--- src/logic/jpe_pkg.sv ---
// Constants and types for the scan-port program entry block
package jpe_pkg;

    // Instruction register
    localparam int unsigned JPE_IR_W          = 4;
    localparam logic [3:0]  JPE_OP_CORE_RESET = 4'hc;
    localparam logic [3:0]  JPE_OP_PROG_ENTRY = 4'h4;
    localparam logic [3:0]  JPE_OP_BYPASS     = 4'hf;
    localparam logic [3:0]  JPE_IR_CAPTURE    = 4'h1;

    // Programming-enable register
    localparam int unsigned JPE_PE_W          = 16;
    localparam logic [15:0] JPE_PE_SIGNATURE  = 16'ha370;
    localparam logic [15:0] JPE_PE_RESET      = 16'h0000;

    // Register port
    localparam int unsigned JPE_ADDR_W        = 4;
    localparam int unsigned JPE_DATA_W        = 8;
    localparam logic [3:0]  JPE_ADDR_MCU_CTRL = 4'h0;
    localparam logic [3:0]  JPE_ADDR_STATUS   = 4'h1;
    localparam int unsigned JPE_DISABLE_BIT   = 7;
    localparam int unsigned JPE_ST_PROG_BIT   = 0;
    localparam int unsigned JPE_ST_CRST_BIT   = 1;
    localparam int unsigned JPE_ST_USABLE_BIT = 2;
    localparam int unsigned JPE_ST_IR_LSB     = 4;

    // Chip clocks of external reset low before the disable bit clears
    localparam logic [1:0]  JPE_REARM_CYCLES  = 2'h2;

    typedef enum logic [15:0] {
        JPE_TLR        = 16'h0001,
        JPE_RTI        = 16'h0002,
        JPE_SEL_DR     = 16'h0004,
        JPE_CAPTURE_DR = 16'h0008,
        JPE_SHIFT_DR   = 16'h0010,
        JPE_EXIT1_DR   = 16'h0020,
        JPE_PAUSE_DR   = 16'h0040,
        JPE_EXIT2_DR   = 16'h0080,
        JPE_UPDATE_DR  = 16'h0100,
        JPE_SEL_IR     = 16'h0200,
        JPE_CAPTURE_IR = 16'h0400,
        JPE_SHIFT_IR   = 16'h0800,
        JPE_EXIT1_IR   = 16'h1000,
        JPE_PAUSE_IR   = 16'h2000,
        JPE_EXIT2_IR   = 16'h4000,
        JPE_UPDATE_IR  = 16'h8000
    } jpe_tap_t;

    typedef struct packed {
        jpe_tap_t        tap;
        logic [3:0]      ir_sr;
        logic [3:0]      ir;
        logic [15:0]     pe_sr;
        logic            prog_mode;
        logic            rst_chain;
        logic            bypass;
        logic            tdo;
        logic            tdo_oe;
        logic            prog_clk;
        logic            tck_prev;
        logic            disable_bit;
        logic [1:0]      ext_lo_cnt;
        logic [7:0]      rdata;
    } jpe_state_t;

endpackage : jpe_pkg

--- src/logic/jpe_sync.sv ---
// Two-flop synchroniser for a vector of levels
`timescale 1ns/1ns
module jpe_sync #(
    parameter int unsigned W = 1
) (
    input  wire logic         clk_i,
    input  wire logic         rst_n_i,
    input  wire logic [W-1:0] d_i,
    output logic      [W-1:0] q_o
);
    logic [W-1:0] meta_q;

    always_ff @(posedge clk_i or negedge rst_n_i) begin
        if (!rst_n_i) begin
            meta_q <= '0;
            q_o    <= '0;
        end else begin
            meta_q <= d_i;
            q_o    <= meta_q;
        end
    end
endmodule : jpe_sync

--- src/logic/jpe_top.sv ---
// Scan-port front end: TAP, instruction register, core reset and program entry
// Behaviour
// - Scan port works only while the enable fuse is programmed.
// - Scan port works only while the port-disable bit is clear.
// - Disable bit set and external reset low: bit clears after two chip clocks.
// - All shift registers shift least significant bit first, in and out.
// - Four-bit instruction register selects the data register between in and out.
// - Run-Test/Idle generates internal programming clocks and serves as idle.
// - Opcode 0xc puts the one-bit core reset chain in the path.
// - Core reset never disturbs the TAP controller state.
// - Opcode 0x4 selects the sixteen-bit programming-enable register.
// - Update-DR under 0x4 enters programming mode only on exact signature.
// - Programming-enable register clears on power-on reset; programmer clears later.
//
// Design decisions made here: the address-and-strobe port and the address map.
`timescale 1ns/1ns
module jpe_top
    import jpe_pkg::*;
(
    input  wire logic                  clk_i,
    input  wire logic                  rst_n_i,
    input  wire logic                  tck_i,
    input  wire logic                  tms_i,
    input  wire logic                  tdi_i,
    input  wire logic                  ext_reset_n_i,
    input  wire logic                  scan_port_enable_fuse_i,
    input  wire logic [JPE_ADDR_W-1:0] addr_i,
    input  wire logic [JPE_DATA_W-1:0] wdata_i,
    input  wire logic                  we_i,
    input  wire logic                  re_i,
    output logic      [JPE_DATA_W-1:0] rdata_o,
    output logic                       tdo_o,
    output logic                       tdo_oe_o,
    output logic                       core_reset_o,
    output logic                       prog_mode_o,
    output logic                       prog_clk_o
);
    logic       rst_sync;
    logic [3:0] pins_s;
    logic       tck_s;
    logic       tms_s;
    logic       tdi_s;
    logic       ext_n_s;
    logic       usable;
    logic       tck_rise;
    logic       tck_fall;
    jpe_state_t q;
    jpe_state_t d;

    jpe_sync #(.W(1)) u_rst_sync (
        .clk_i   (clk_i),
        .rst_n_i (rst_n_i),
        .d_i     (1'b1),
        .q_o     (rst_sync)
    );

    jpe_sync #(.W(4)) u_pin_sync (
        .clk_i   (clk_i),
        .rst_n_i (rst_sync),
        .d_i     ({ext_reset_n_i, tdi_i, tms_i, tck_i}),
        .q_o     (pins_s)
    );

    assign tck_s    = pins_s[0];
    assign tms_s    = pins_s[1];
    assign tdi_s    = pins_s[2];
    assign ext_n_s  = pins_s[3];
    assign usable   = scan_port_enable_fuse_i & ~q.disable_bit;
    assign tck_rise = tck_s & ~q.tck_prev;
    assign tck_fall = ~tck_s & q.tck_prev;

    function automatic jpe_tap_t jpe_tap_next(input jpe_tap_t s, input logic tms);
        case (s)
            JPE_TLR:        jpe_tap_next = tms ? JPE_TLR       : JPE_RTI;
            JPE_RTI:        jpe_tap_next = tms ? JPE_SEL_DR    : JPE_RTI;
            JPE_SEL_DR:     jpe_tap_next = tms ? JPE_SEL_IR    : JPE_CAPTURE_DR;
            JPE_CAPTURE_DR: jpe_tap_next = tms ? JPE_EXIT1_DR  : JPE_SHIFT_DR;
            JPE_SHIFT_DR:   jpe_tap_next = tms ? JPE_EXIT1_DR  : JPE_SHIFT_DR;
            JPE_EXIT1_DR:   jpe_tap_next = tms ? JPE_UPDATE_DR : JPE_PAUSE_DR;
            JPE_PAUSE_DR:   jpe_tap_next = tms ? JPE_EXIT2_DR  : JPE_PAUSE_DR;
            JPE_EXIT2_DR:   jpe_tap_next = tms ? JPE_UPDATE_DR : JPE_SHIFT_DR;
            JPE_UPDATE_DR:  jpe_tap_next = tms ? JPE_SEL_DR    : JPE_RTI;
            JPE_SEL_IR:     jpe_tap_next = tms ? JPE_TLR       : JPE_CAPTURE_IR;
            JPE_CAPTURE_IR: jpe_tap_next = tms ? JPE_EXIT1_IR  : JPE_SHIFT_IR;
            JPE_SHIFT_IR:   jpe_tap_next = tms ? JPE_EXIT1_IR  : JPE_SHIFT_IR;
            JPE_EXIT1_IR:   jpe_tap_next = tms ? JPE_UPDATE_IR : JPE_PAUSE_IR;
            JPE_PAUSE_IR:   jpe_tap_next = tms ? JPE_EXIT2_IR  : JPE_PAUSE_IR;
            JPE_EXIT2_IR:   jpe_tap_next = tms ? JPE_UPDATE_IR : JPE_SHIFT_IR;
            JPE_UPDATE_IR:  jpe_tap_next = tms ? JPE_SEL_DR    : JPE_RTI;
            default:        jpe_tap_next = JPE_TLR;
        endcase
    endfunction : jpe_tap_next

    always_comb begin
        d          = q;
        d.tck_prev = tck_s;
        d.prog_clk = 1'b0;
        d.rdata    = '0;

        // Port-disable re-enable through external reset
        if (q.disable_bit && !ext_n_s) begin
            if (q.ext_lo_cnt == JPE_REARM_CYCLES - 2'h1) begin
                d.disable_bit = 1'b0;
                d.ext_lo_cnt  = '0;
            end else begin
                d.ext_lo_cnt = q.ext_lo_cnt + 2'h1;
            end
        end else begin
            d.ext_lo_cnt = '0;
        end

        // Software write applied last, so a set wins over the reset clear
        if (we_i && addr_i == JPE_ADDR_MCU_CTRL) begin
            d.disable_bit = wdata_i[JPE_DISABLE_BIT];
        end

        if (re_i) begin
            case (addr_i)
                JPE_ADDR_MCU_CTRL: d.rdata[JPE_DISABLE_BIT] = q.disable_bit;
                JPE_ADDR_STATUS: begin
                    d.rdata[JPE_ST_PROG_BIT]               = q.prog_mode;
                    d.rdata[JPE_ST_CRST_BIT]               = q.rst_chain;
                    d.rdata[JPE_ST_USABLE_BIT]             = usable;
                    d.rdata[JPE_ST_IR_LSB +: JPE_IR_W]     = q.ir;
                end
                default: d.rdata = '0;
            endcase
        end

        if (!usable) begin
            d.tap    = JPE_TLR;
            d.ir     = JPE_OP_BYPASS;
            d.tdo_oe = 1'b0;
        end else if (tck_rise) begin
            case (q.tap)
                JPE_TLR: d.ir = JPE_OP_BYPASS;
                JPE_RTI: d.prog_clk = 1'b1;
                JPE_CAPTURE_DR: d.bypass = 1'b0;
                JPE_SHIFT_DR: begin
                    case (q.ir)
                        JPE_OP_CORE_RESET: d.rst_chain = tdi_s;
                        JPE_OP_PROG_ENTRY: d.pe_sr = {tdi_s, q.pe_sr[15:1]};
                        default:           d.bypass = tdi_s;
                    endcase
                end
                JPE_UPDATE_DR: begin
                    if (q.ir == JPE_OP_PROG_ENTRY) begin
                        d.prog_mode = (q.pe_sr == JPE_PE_SIGNATURE);
                    end
                end
                JPE_CAPTURE_IR: d.ir_sr = JPE_IR_CAPTURE;
                JPE_SHIFT_IR:   d.ir_sr = {tdi_s, q.ir_sr[3:1]};
                JPE_UPDATE_IR:  d.ir = q.ir_sr;
                default: d.ir = q.ir;
            endcase
            // Controller advances on the scan clock only; core reset never touches it
            d.tap = jpe_tap_next(q.tap, tms_s);
        end else if (tck_fall) begin
            d.tdo_oe = (q.tap == JPE_SHIFT_DR) || (q.tap == JPE_SHIFT_IR);
            if (q.tap == JPE_SHIFT_IR) begin
                d.tdo = q.ir_sr[0];
            end else begin
                case (q.ir)
                    JPE_OP_CORE_RESET: d.tdo = q.rst_chain;
                    JPE_OP_PROG_ENTRY: d.tdo = q.pe_sr[0];
                    default:           d.tdo = q.bypass;
                endcase
            end
        end
    end

    always_ff @(posedge clk_i or negedge rst_sync) begin
        if (!rst_sync) begin
            q             <= '0;
            q.tap         <= JPE_TLR;
            q.ir          <= JPE_OP_BYPASS;
            q.pe_sr       <= JPE_PE_RESET;
        end else begin
            q <= d;
        end
    end

    assign rdata_o      = q.rdata;
    assign tdo_o        = q.tdo;
    assign tdo_oe_o     = q.tdo_oe;
    assign core_reset_o = q.rst_chain;
    assign prog_mode_o  = q.prog_mode;
    assign prog_clk_o   = q.prog_clk;

    chk_port_gate: assert property (@(posedge clk_i) disable iff (!rst_sync)
        !usable |=> (q.tap == JPE_TLR) && !tdo_oe_o)
        else $error("scan port active while not usable");

    chk_rearm_clear: assert property (@(posedge clk_i) disable iff (!rst_sync)
        (q.disable_bit && !ext_n_s && !we_i)[*2] |=> !q.disable_bit)
        else $error("disable bit not cleared after two clocks");

    chk_rearm_hold: assert property (@(posedge clk_i) disable iff (!rst_sync)
        (q.disable_bit && ext_n_s && !we_i) |=> q.disable_bit)
        else $error("disable bit lost without reset");

    chk_pe_shift: assert property (@(posedge clk_i) disable iff (!rst_sync)
        (usable && tck_rise && q.tap == JPE_SHIFT_DR && q.ir == JPE_OP_PROG_ENTRY)
        |=> (q.pe_sr[15] == $past(tdi_s)) && (q.pe_sr[14:0] == $past(q.pe_sr[15:1])))
        else $error("enable register not shifted lsb first");

    chk_ir_load: assert property (@(posedge clk_i) disable iff (!rst_sync)
        (usable && tck_rise && q.tap == JPE_UPDATE_IR) |=> q.ir == $past(q.ir_sr))
        else $error("instruction not loaded on update");

    chk_idle_clock: assert property (@(posedge clk_i) disable iff (!rst_sync)
        (usable && tck_rise && q.tap == JPE_RTI) |=> prog_clk_o ##1 !prog_clk_o)
        else $error("idle clock pulse missing");

    chk_reset_chain: assert property (@(posedge clk_i) disable iff (!rst_sync)
        (usable && tck_rise && q.tap == JPE_SHIFT_DR && q.ir == JPE_OP_CORE_RESET)
        |=> core_reset_o == $past(tdi_s))
        else $error("core reset does not follow chain");

    chk_tap_stable: assert property (@(posedge clk_i) disable iff (!rst_sync)
        (usable && !tck_rise && q.tap != JPE_TLR) |=> $stable(q.tap))
        else $error("controller moved without scan clock");

    chk_sig_match: assert property (@(posedge clk_i) disable iff (!rst_sync)
        (usable && tck_rise && q.tap == JPE_UPDATE_DR && q.ir == JPE_OP_PROG_ENTRY)
        |=> prog_mode_o == ($past(q.pe_sr) == JPE_PE_SIGNATURE))
        else $error("program mode does not match signature");

    chk_bypass_bit: assert property (@(posedge clk_i) disable iff (!rst_sync)
        (usable && tck_rise && q.tap == JPE_SHIFT_DR && q.ir != JPE_OP_PROG_ENTRY
         && q.ir != JPE_OP_CORE_RESET) |=> q.bypass == $past(tdi_s))
        else $error("bypass bit not shifted");

endmodule : jpe_top

--- config.mk ---
export PLATFORM = sky130hd
export DESIGN_NAME = jpe_top
export DESIGN_NICKNAME = d
export VERILOG_FILES = /design/src/logic/jpe_pkg.sv /design/src/logic/jpe_sync.sv /design/src/logic/jpe_top.sv
export SDC_FILE = /design/constraint.sdc
export NUM_CORES = 1
export LEC_CHECK = 0
export BUFFER_PORTS_ARGS = -buffer_cell sky130_fd_sc_hd__buf_2
export CORE_AREA = 2 2 79 81
export DETAILED_ROUTE_END_ITERATION = 8
export DIE_AREA = 0 0 81 83
export HOLD_SLACK_MARGIN = 0.05
export PLACE_DENSITY_LB_ADDON = 0.1
export SLEW_MARGIN = 40
export SYNTH_ARGS = -nofsm -noshare
export SYNTH_HDL_FRONTEND = slang
export SYNTH_SLANG_ARGS = --single-unit
--- constraint.sdc ---
create_clock -name clk_i -period 3 [get_ports clk_i]
set_clock_uncertainty 0.05 [all_clocks]
set_input_delay 0.45 -clock clk_i [delete_from_list [all_inputs] [get_ports clk_i]]
set_output_delay 0.45 -clock clk_i [all_outputs]
set_load 0.01 [all_outputs]
# Word level (Yosys, flattened, before mapping)
# Index checks and enable logic that the tools add are counted.
word_totals:
  ff_bits: 68
  out_inout_bits: 13
  input_bits: 21
classes:
  addsub: 1
  eq_ne: 26
  bitwise: 7
  n_mux: 43
  reduce_logical: 22
ops:
  columns: ["operator", "n"]
  rows:
  - ["16-bit one-hot mux with 12 select lines", 1]
  - ["16-bit two-way mux", 5]
  - ["43-bit two-way mux", 1]
  - ["16-bit == test (second input constant)", 2]
  - ["9-bit two-way mux", 2]
  - ["16-bit by 1-bit == test with 1-bit output (second input constant)", 1]
  - ["16-bit by 10-bit == test with 1-bit output (second input constant)", 1]
  - ["16-bit by 11-bit == test with 1-bit output (second input constant)", 1]
  - ["16-bit by 12-bit == test with 1-bit output (second input constant)", 1]
  - ["16-bit by 13-bit == test with 1-bit output (second input constant)", 1]
  - ["16-bit by 14-bit == test with 1-bit output (second input constant)", 1]
  - ["16-bit by 15-bit == test with 1-bit output (second input constant)", 1]
  - ["16-bit by 2-bit == test with 1-bit output (second input constant)", 1]
  - ["16-bit by 3-bit == test with 1-bit output (second input constant)", 1]
  - ["16-bit by 4-bit == test with 1-bit output (second input constant)", 1]
  - ["16-bit by 5-bit == test with 1-bit output (second input constant)", 1]
  - ["16-bit by 6-bit == test with 1-bit output (second input constant)", 1]
  - ["16-bit by 7-bit == test with 1-bit output (second input constant)", 1]
  - ["16-bit by 8-bit == test with 1-bit output (second input constant)", 1]
  - ["16-bit by 9-bit == test with 1-bit output (second input constant)", 1]
  - ["8-bit two-way mux", 2]
  - ["4-bit one-hot mux with 2 select lines", 2]
  - ["4-bit AND reduction", 4]
  - ["1-bit two-way mux", 15]
  - ["28 further kinds", 50]

# Depth between registers and ports, before layout
logic_depth:
  ltp_word: 6
  mapped_depth: 6

# Hierarchy
# From an unflattened synthesis, not the netlist that was laid out.
unflattened:
  cells_unflattened: 296
  area_unflattened_um2: 3180.6
modules_own_cells:
  columns: ["module", "area_each_um2", "seq_area_each_um2", "instances", "cells_per_inst"]
  rows:
  - ["jpe_top", 2930.3, 1432.6, 1, 286]
  - ["jpe_sync at u_pin_sync", 200.2, 200.2, 1, 8]
  - ["jpe_sync at u_rst_sync", 50.0, 50.0, 1, 2]

# Worst setup path after synthesis
# No wires, ideal clock.
synth_timing:
  path_kind: "reg2reg"
  from: "register q[11] in the netlist's numbering"
  to: "register q[24] in the netlist's numbering"
  arrival_time_ps: 1990
  required_time_ps: 2825
  setup_slack_ps: 835
  n_path_buf: 1
  synth_period_minus_slack_ps: 2165
  stages_incl_launch_ff: 6
  setup_ps: 125
  path_cell_list: "dfrtp_1 > nand4bb_1 > or3_1 > nor3_4 > buf_2 > mux2_2"
synth_between:
  elab_chain_cells: 3
synth_lines:
  columns: ["item", "line_no", "text"]
  rows:
  - ["start, declared", "jpe_top.sv:47", "jpe_state_t q;"]
  - ["1-bit NOT", "jpe_top.sv:69", "assign tck_rise = tck_s & ~q.tck_prev;"]
  - ["1-bit bitwise AND", "jpe_top.sv:69", null]
  - ["4-bit AND reduction (no source line)", null, null]
# No other way between the ends.
# A chain may end at the register's enable or synchronous reset.

# Final worst setup path
layout_timing:
  from: "register q[46] in the netlist's numbering"
  to: "register q, in the netlist tdo_o"
layout_between:
  elab_chain_cells: 2
layout_lines:
  columns: ["item", "line_no", "text"]
  rows:
  - ["16-bit by 12-bit == test with 1-bit output", "jpe_top.sv:160", "if (q.tap == JPE_SHIFT_IR) begin"]
  - ["1-bit two-way mux", "jpe_top.sv:160", null]
# No other way between the ends.

==> results.md <==
- Worst rel slew slack: 0.598
- Final hold vios: 0
- Startpoint Class: flop
- Finished Layout Cells: ~390
- Final #Nets: 330
- Antenna-violating nets left: 0
- First-pass GRT wire length: approximately 10000 um
- # diodes: 0
- RSZ-0062 raised after global routing: no
- Num CTS Buffers: 9
- HPWL Detailed: around 4300 um
- Final wirelength: 6090 um
- CTS tree: done
- Crit. End Element: flop
- Largest cells by area after synthesis: dfrtp_1 49%, mux2_2 6.1%, dfstp_2 4.2%
- Syn_area_per_cell: roughly 11 um^2
- Layout cell share with drive strength beyond 1: 0.271
- EDFF count, synth: 0
- Most frequent cells after synthesis: 62 x dfrtp_1, 23 x nor2_1, 17 x mux2_2
- Post-synthesis sequential area ratio: 0.532
- Die Y: between 80 and 90 um
- Switching part of the total power: 0.246
- Clk_lat worst skew: 0.33 ns
- CTS HTree Levels: 3
- Worst reg2reg setup slack: between 0.5 and 0.6 ns
- Crit path max fanout: 9
- Most numerous cell in the Yosys netlist: dfrtp_1
- Peak VDD IR: a little under 0.5 mV
- Fin crit period: 2.42 ns
- Final Max Slew Viols: 0
- Worst Setup Slack, final: 0.576 ns
- Unique masters post-synth: 56
- Share of the synthesized area in the top cell type: 0.491
- Initial DRT Pass Iterations: 4
- P&R area growth vs syn: 11.5%
- GRT Overall Usage: 0.194
- Beginning of the worst hold path: tdi_i
- Class of the most critical setup path: reg -> reg
- I/O pins: 34
- Seq cells post-synth: 67
- Mapped Area: between 0.003 and 0.004 mm^2
- Vias: ~2.2k
- Yosys warns: 0
- Largest net degree at the start of global routing: 35
- Post-DR wirelength/cell: approximately 16 um
- Maxcap violations: 0
- Clock-pin slew on the worst setup and hold paths: about 0.080 ns
- Number of setup buffers added after CTS: 0
- FMAX: 413 MHz
- Setup TNS: 0 ns
- GPL Wtd Cong: 0.852
- Fillers: 510
- Max Buffers Root-to-Sink: 2
- CTS-repair resized insts: 0
- Yosys top cell by area: dfrtp_1
- Sequential power share: 0.528
- Final Setup Violations: 0
- Clock share of power: 0.419
- Asr flop ratio synth: 1.00
- Mapped Cells: approximately 290
- Vias/cell: between 5 and 6
- Hold/Removal Path Class: in -> reg
- Leak pwr: 0.00159 uW
- Hold Path Sink: u_pin_sync.meta_q[2]$_DFF_PN0_
- CTS root buf: clkbuf_8
- Status: finished, final reports clean
- P_int: 1350 uW
- Final total power: around 1800 uW
- # clock sinks: 67
- Starting Density: 0.544
- Post-synthesis net count: a little over 300
- Num rows: 28
- Tcrit/Tclk final: 0.808
- DR DRC count: 0
- Reg2reg start: q[46]$_DFFE_PN0N_
- Die W: just over 80 um
- Required time worst endpoint: about 3.1 ns
- Initial antenna violation count: 0
- R2R depth: 5
- Core area: roughly 0.0058 mm^2
- Primary FF master, synth: dfrtp_1
- Die Area: roughly 0.0067 mm^2
- Port Buf Inserts: 25
- Dpl cells: 372
- Pwr/cell area: 507 mW/mm^2
- Combinational Power Share: 0.053
- Hold path depth: 1
- Reg2reg end: tdo_o$_DFFE_PN0P_
- DR iter-0 viols: around 120
- Setup WS pre-CTS: about 0.62 ns
- Global route overflow: 0
- Number of global-route vias before repair: 2139
- Net Switching: approximately 440 uW
- Slew @ Worst Pin: ~0.60 ns
- Crit path arrival time: roughly 2.6 ns
- Hold_ws: roughly 0.17 ns
-- worst max-delay path by stage --
| stage | start | to | cells past startpoint |
|---|---|---|---|
| after detailed placement | q[51]$_DFFE_PN0N_ | q[15]$_DFFE_PN0P_ | 5 |
| after CTS | q[51]$_DFFE_PN0N_ | q[15]$_DFFE_PN0P_ | 5 |
| after global routing | q[46]$_DFFE_PN0N_ | q[34]$_DFFE_PN1P_ | 5 |
| after floorplan | q[11]$_DFF_PN0_ | q[24]$_DFFE_PN0P_ | 5 |
| after global placement | q[46]$_DFFE_PN0N_ | tdo_o$_DFFE_PN0P_ | 5 |
| final | q[46]$_DFFE_PN0N_ | tdo_o$_DFFE_PN0P_ | 5 |
-- flip-flops by register name, summed over array words and instances, names as in the netlist --
| name | cells |
|---|---|
| u_pin_sync.meta_q | 4 |
| core_reset_o | 1 |
| q | 45 |
| u_rst_sync.q_o | 1 |
| rdata_o | 7 |
| u_rst_sync.meta_q | 1 |
| tdo_oe_o | 1 |
| prog_mode_o | 1 |
| u_pin_sync.q_o | 4 |
| prog_clk_o | 1 |
| tdo_o | 1 |
-- repair_timing --
| action | in CTS | in global routing |
|---|---|---|
| hold buffers | 1 | 0 |
| endpoints found under the setup margin | 0 | 0 |
| hold endpoints to repair | 2 | 0 |
-- stage by stage --
stage | util | cell area, um^2
after floorplan | - | 3160
after global placement | 0.570 | 3310
after detailed placement | 0.570 | 3310
after CTS | 0.606 | 3520
after global routing | 0.606 | 3520
final | 0.606 | 3520
-- final cells by class --
cell class | count | area (um^2) | area share
Clock inverter | 7 | 75.1 | 0.0213
Timing Repair Buffer | 31 | 173 | 0.0490
Inverter | 9 | 33.8 | 0.00958
Clock buffer | 9 | 124 | 0.0351
Sequential cell | 67 | 1690 | 0.479
Tap cell | 75 | 93.8 | 0.0266
Multi-Input combinational cell | 191 | 1340 | 0.380
-- cell usage in the layout (no fill, tap or decap), types with 3 or more instances in the layout --
master and n:
dfrtp_1 61, buf_2 25, nor2_1 23, mux2_2 17, nand2_1 16, o21ai_0 15
inv_1 9, nand4_1 9, clkbuf_8 9, nor3_1 8, and2_1 7, nor4_1 7
a21oi_1 7, nand2b_1 5, nor3b_1 5, nand3_1 5, buf_4 5, dfstp_2 5
mux2i_1 4, nor2b_1 4, xnor2_1 4, and3_1 3, nor4_4 3, o41ai_1 3
xor2_1 3, o22ai_1 3, nor4b_1 3
-- power by group through the flow --
stage / registers [uW] / logic [uW] / clock network, uW
6_report: 943 / 94.8 / 748
5_1_grt: 947 / 107 / 800
4_1_cts: 943 / 95.4 / 764
3_5_place_dp: 961 / 94.3 / 0
3_3_place_gp: 960 / 92.8 / 0
2_1_floorplan: 957 / 61.4 / 0
-- routing by layer --
metal  up-vias  share of wire  track usage
met1      1083           0.50        0.288
met2        52           0.45        0.282
li1       1072              -            -
met3         6          0.045       0.0370
met5         -              0            0
met4         0          0.012       0.0740
-- logic make-up after synthesis --
kind of cell | count (synthesis) | synth area share
AOI/OAI and AO/OA | 44 | 0.0902
xor gates and xnor gates | 7 | 0.0194
buffers and inverters | 27 | 0.0443
DFF | 67 | 0.532
muxes | 21 | 0.0732
other | 2 | 0.00238
and+or+nand+nor | 117 | 0.238
-- worst max-delay path: stages, from the launching register on --
cell and delay (ns):
dfrtp_1 0.49, nor4_2 0.60, nand4_1 0.29, nor3b_2 0.50
mux2i_1 0.27, o31ai_1 0.08
(Power assumes the default switching activity.)
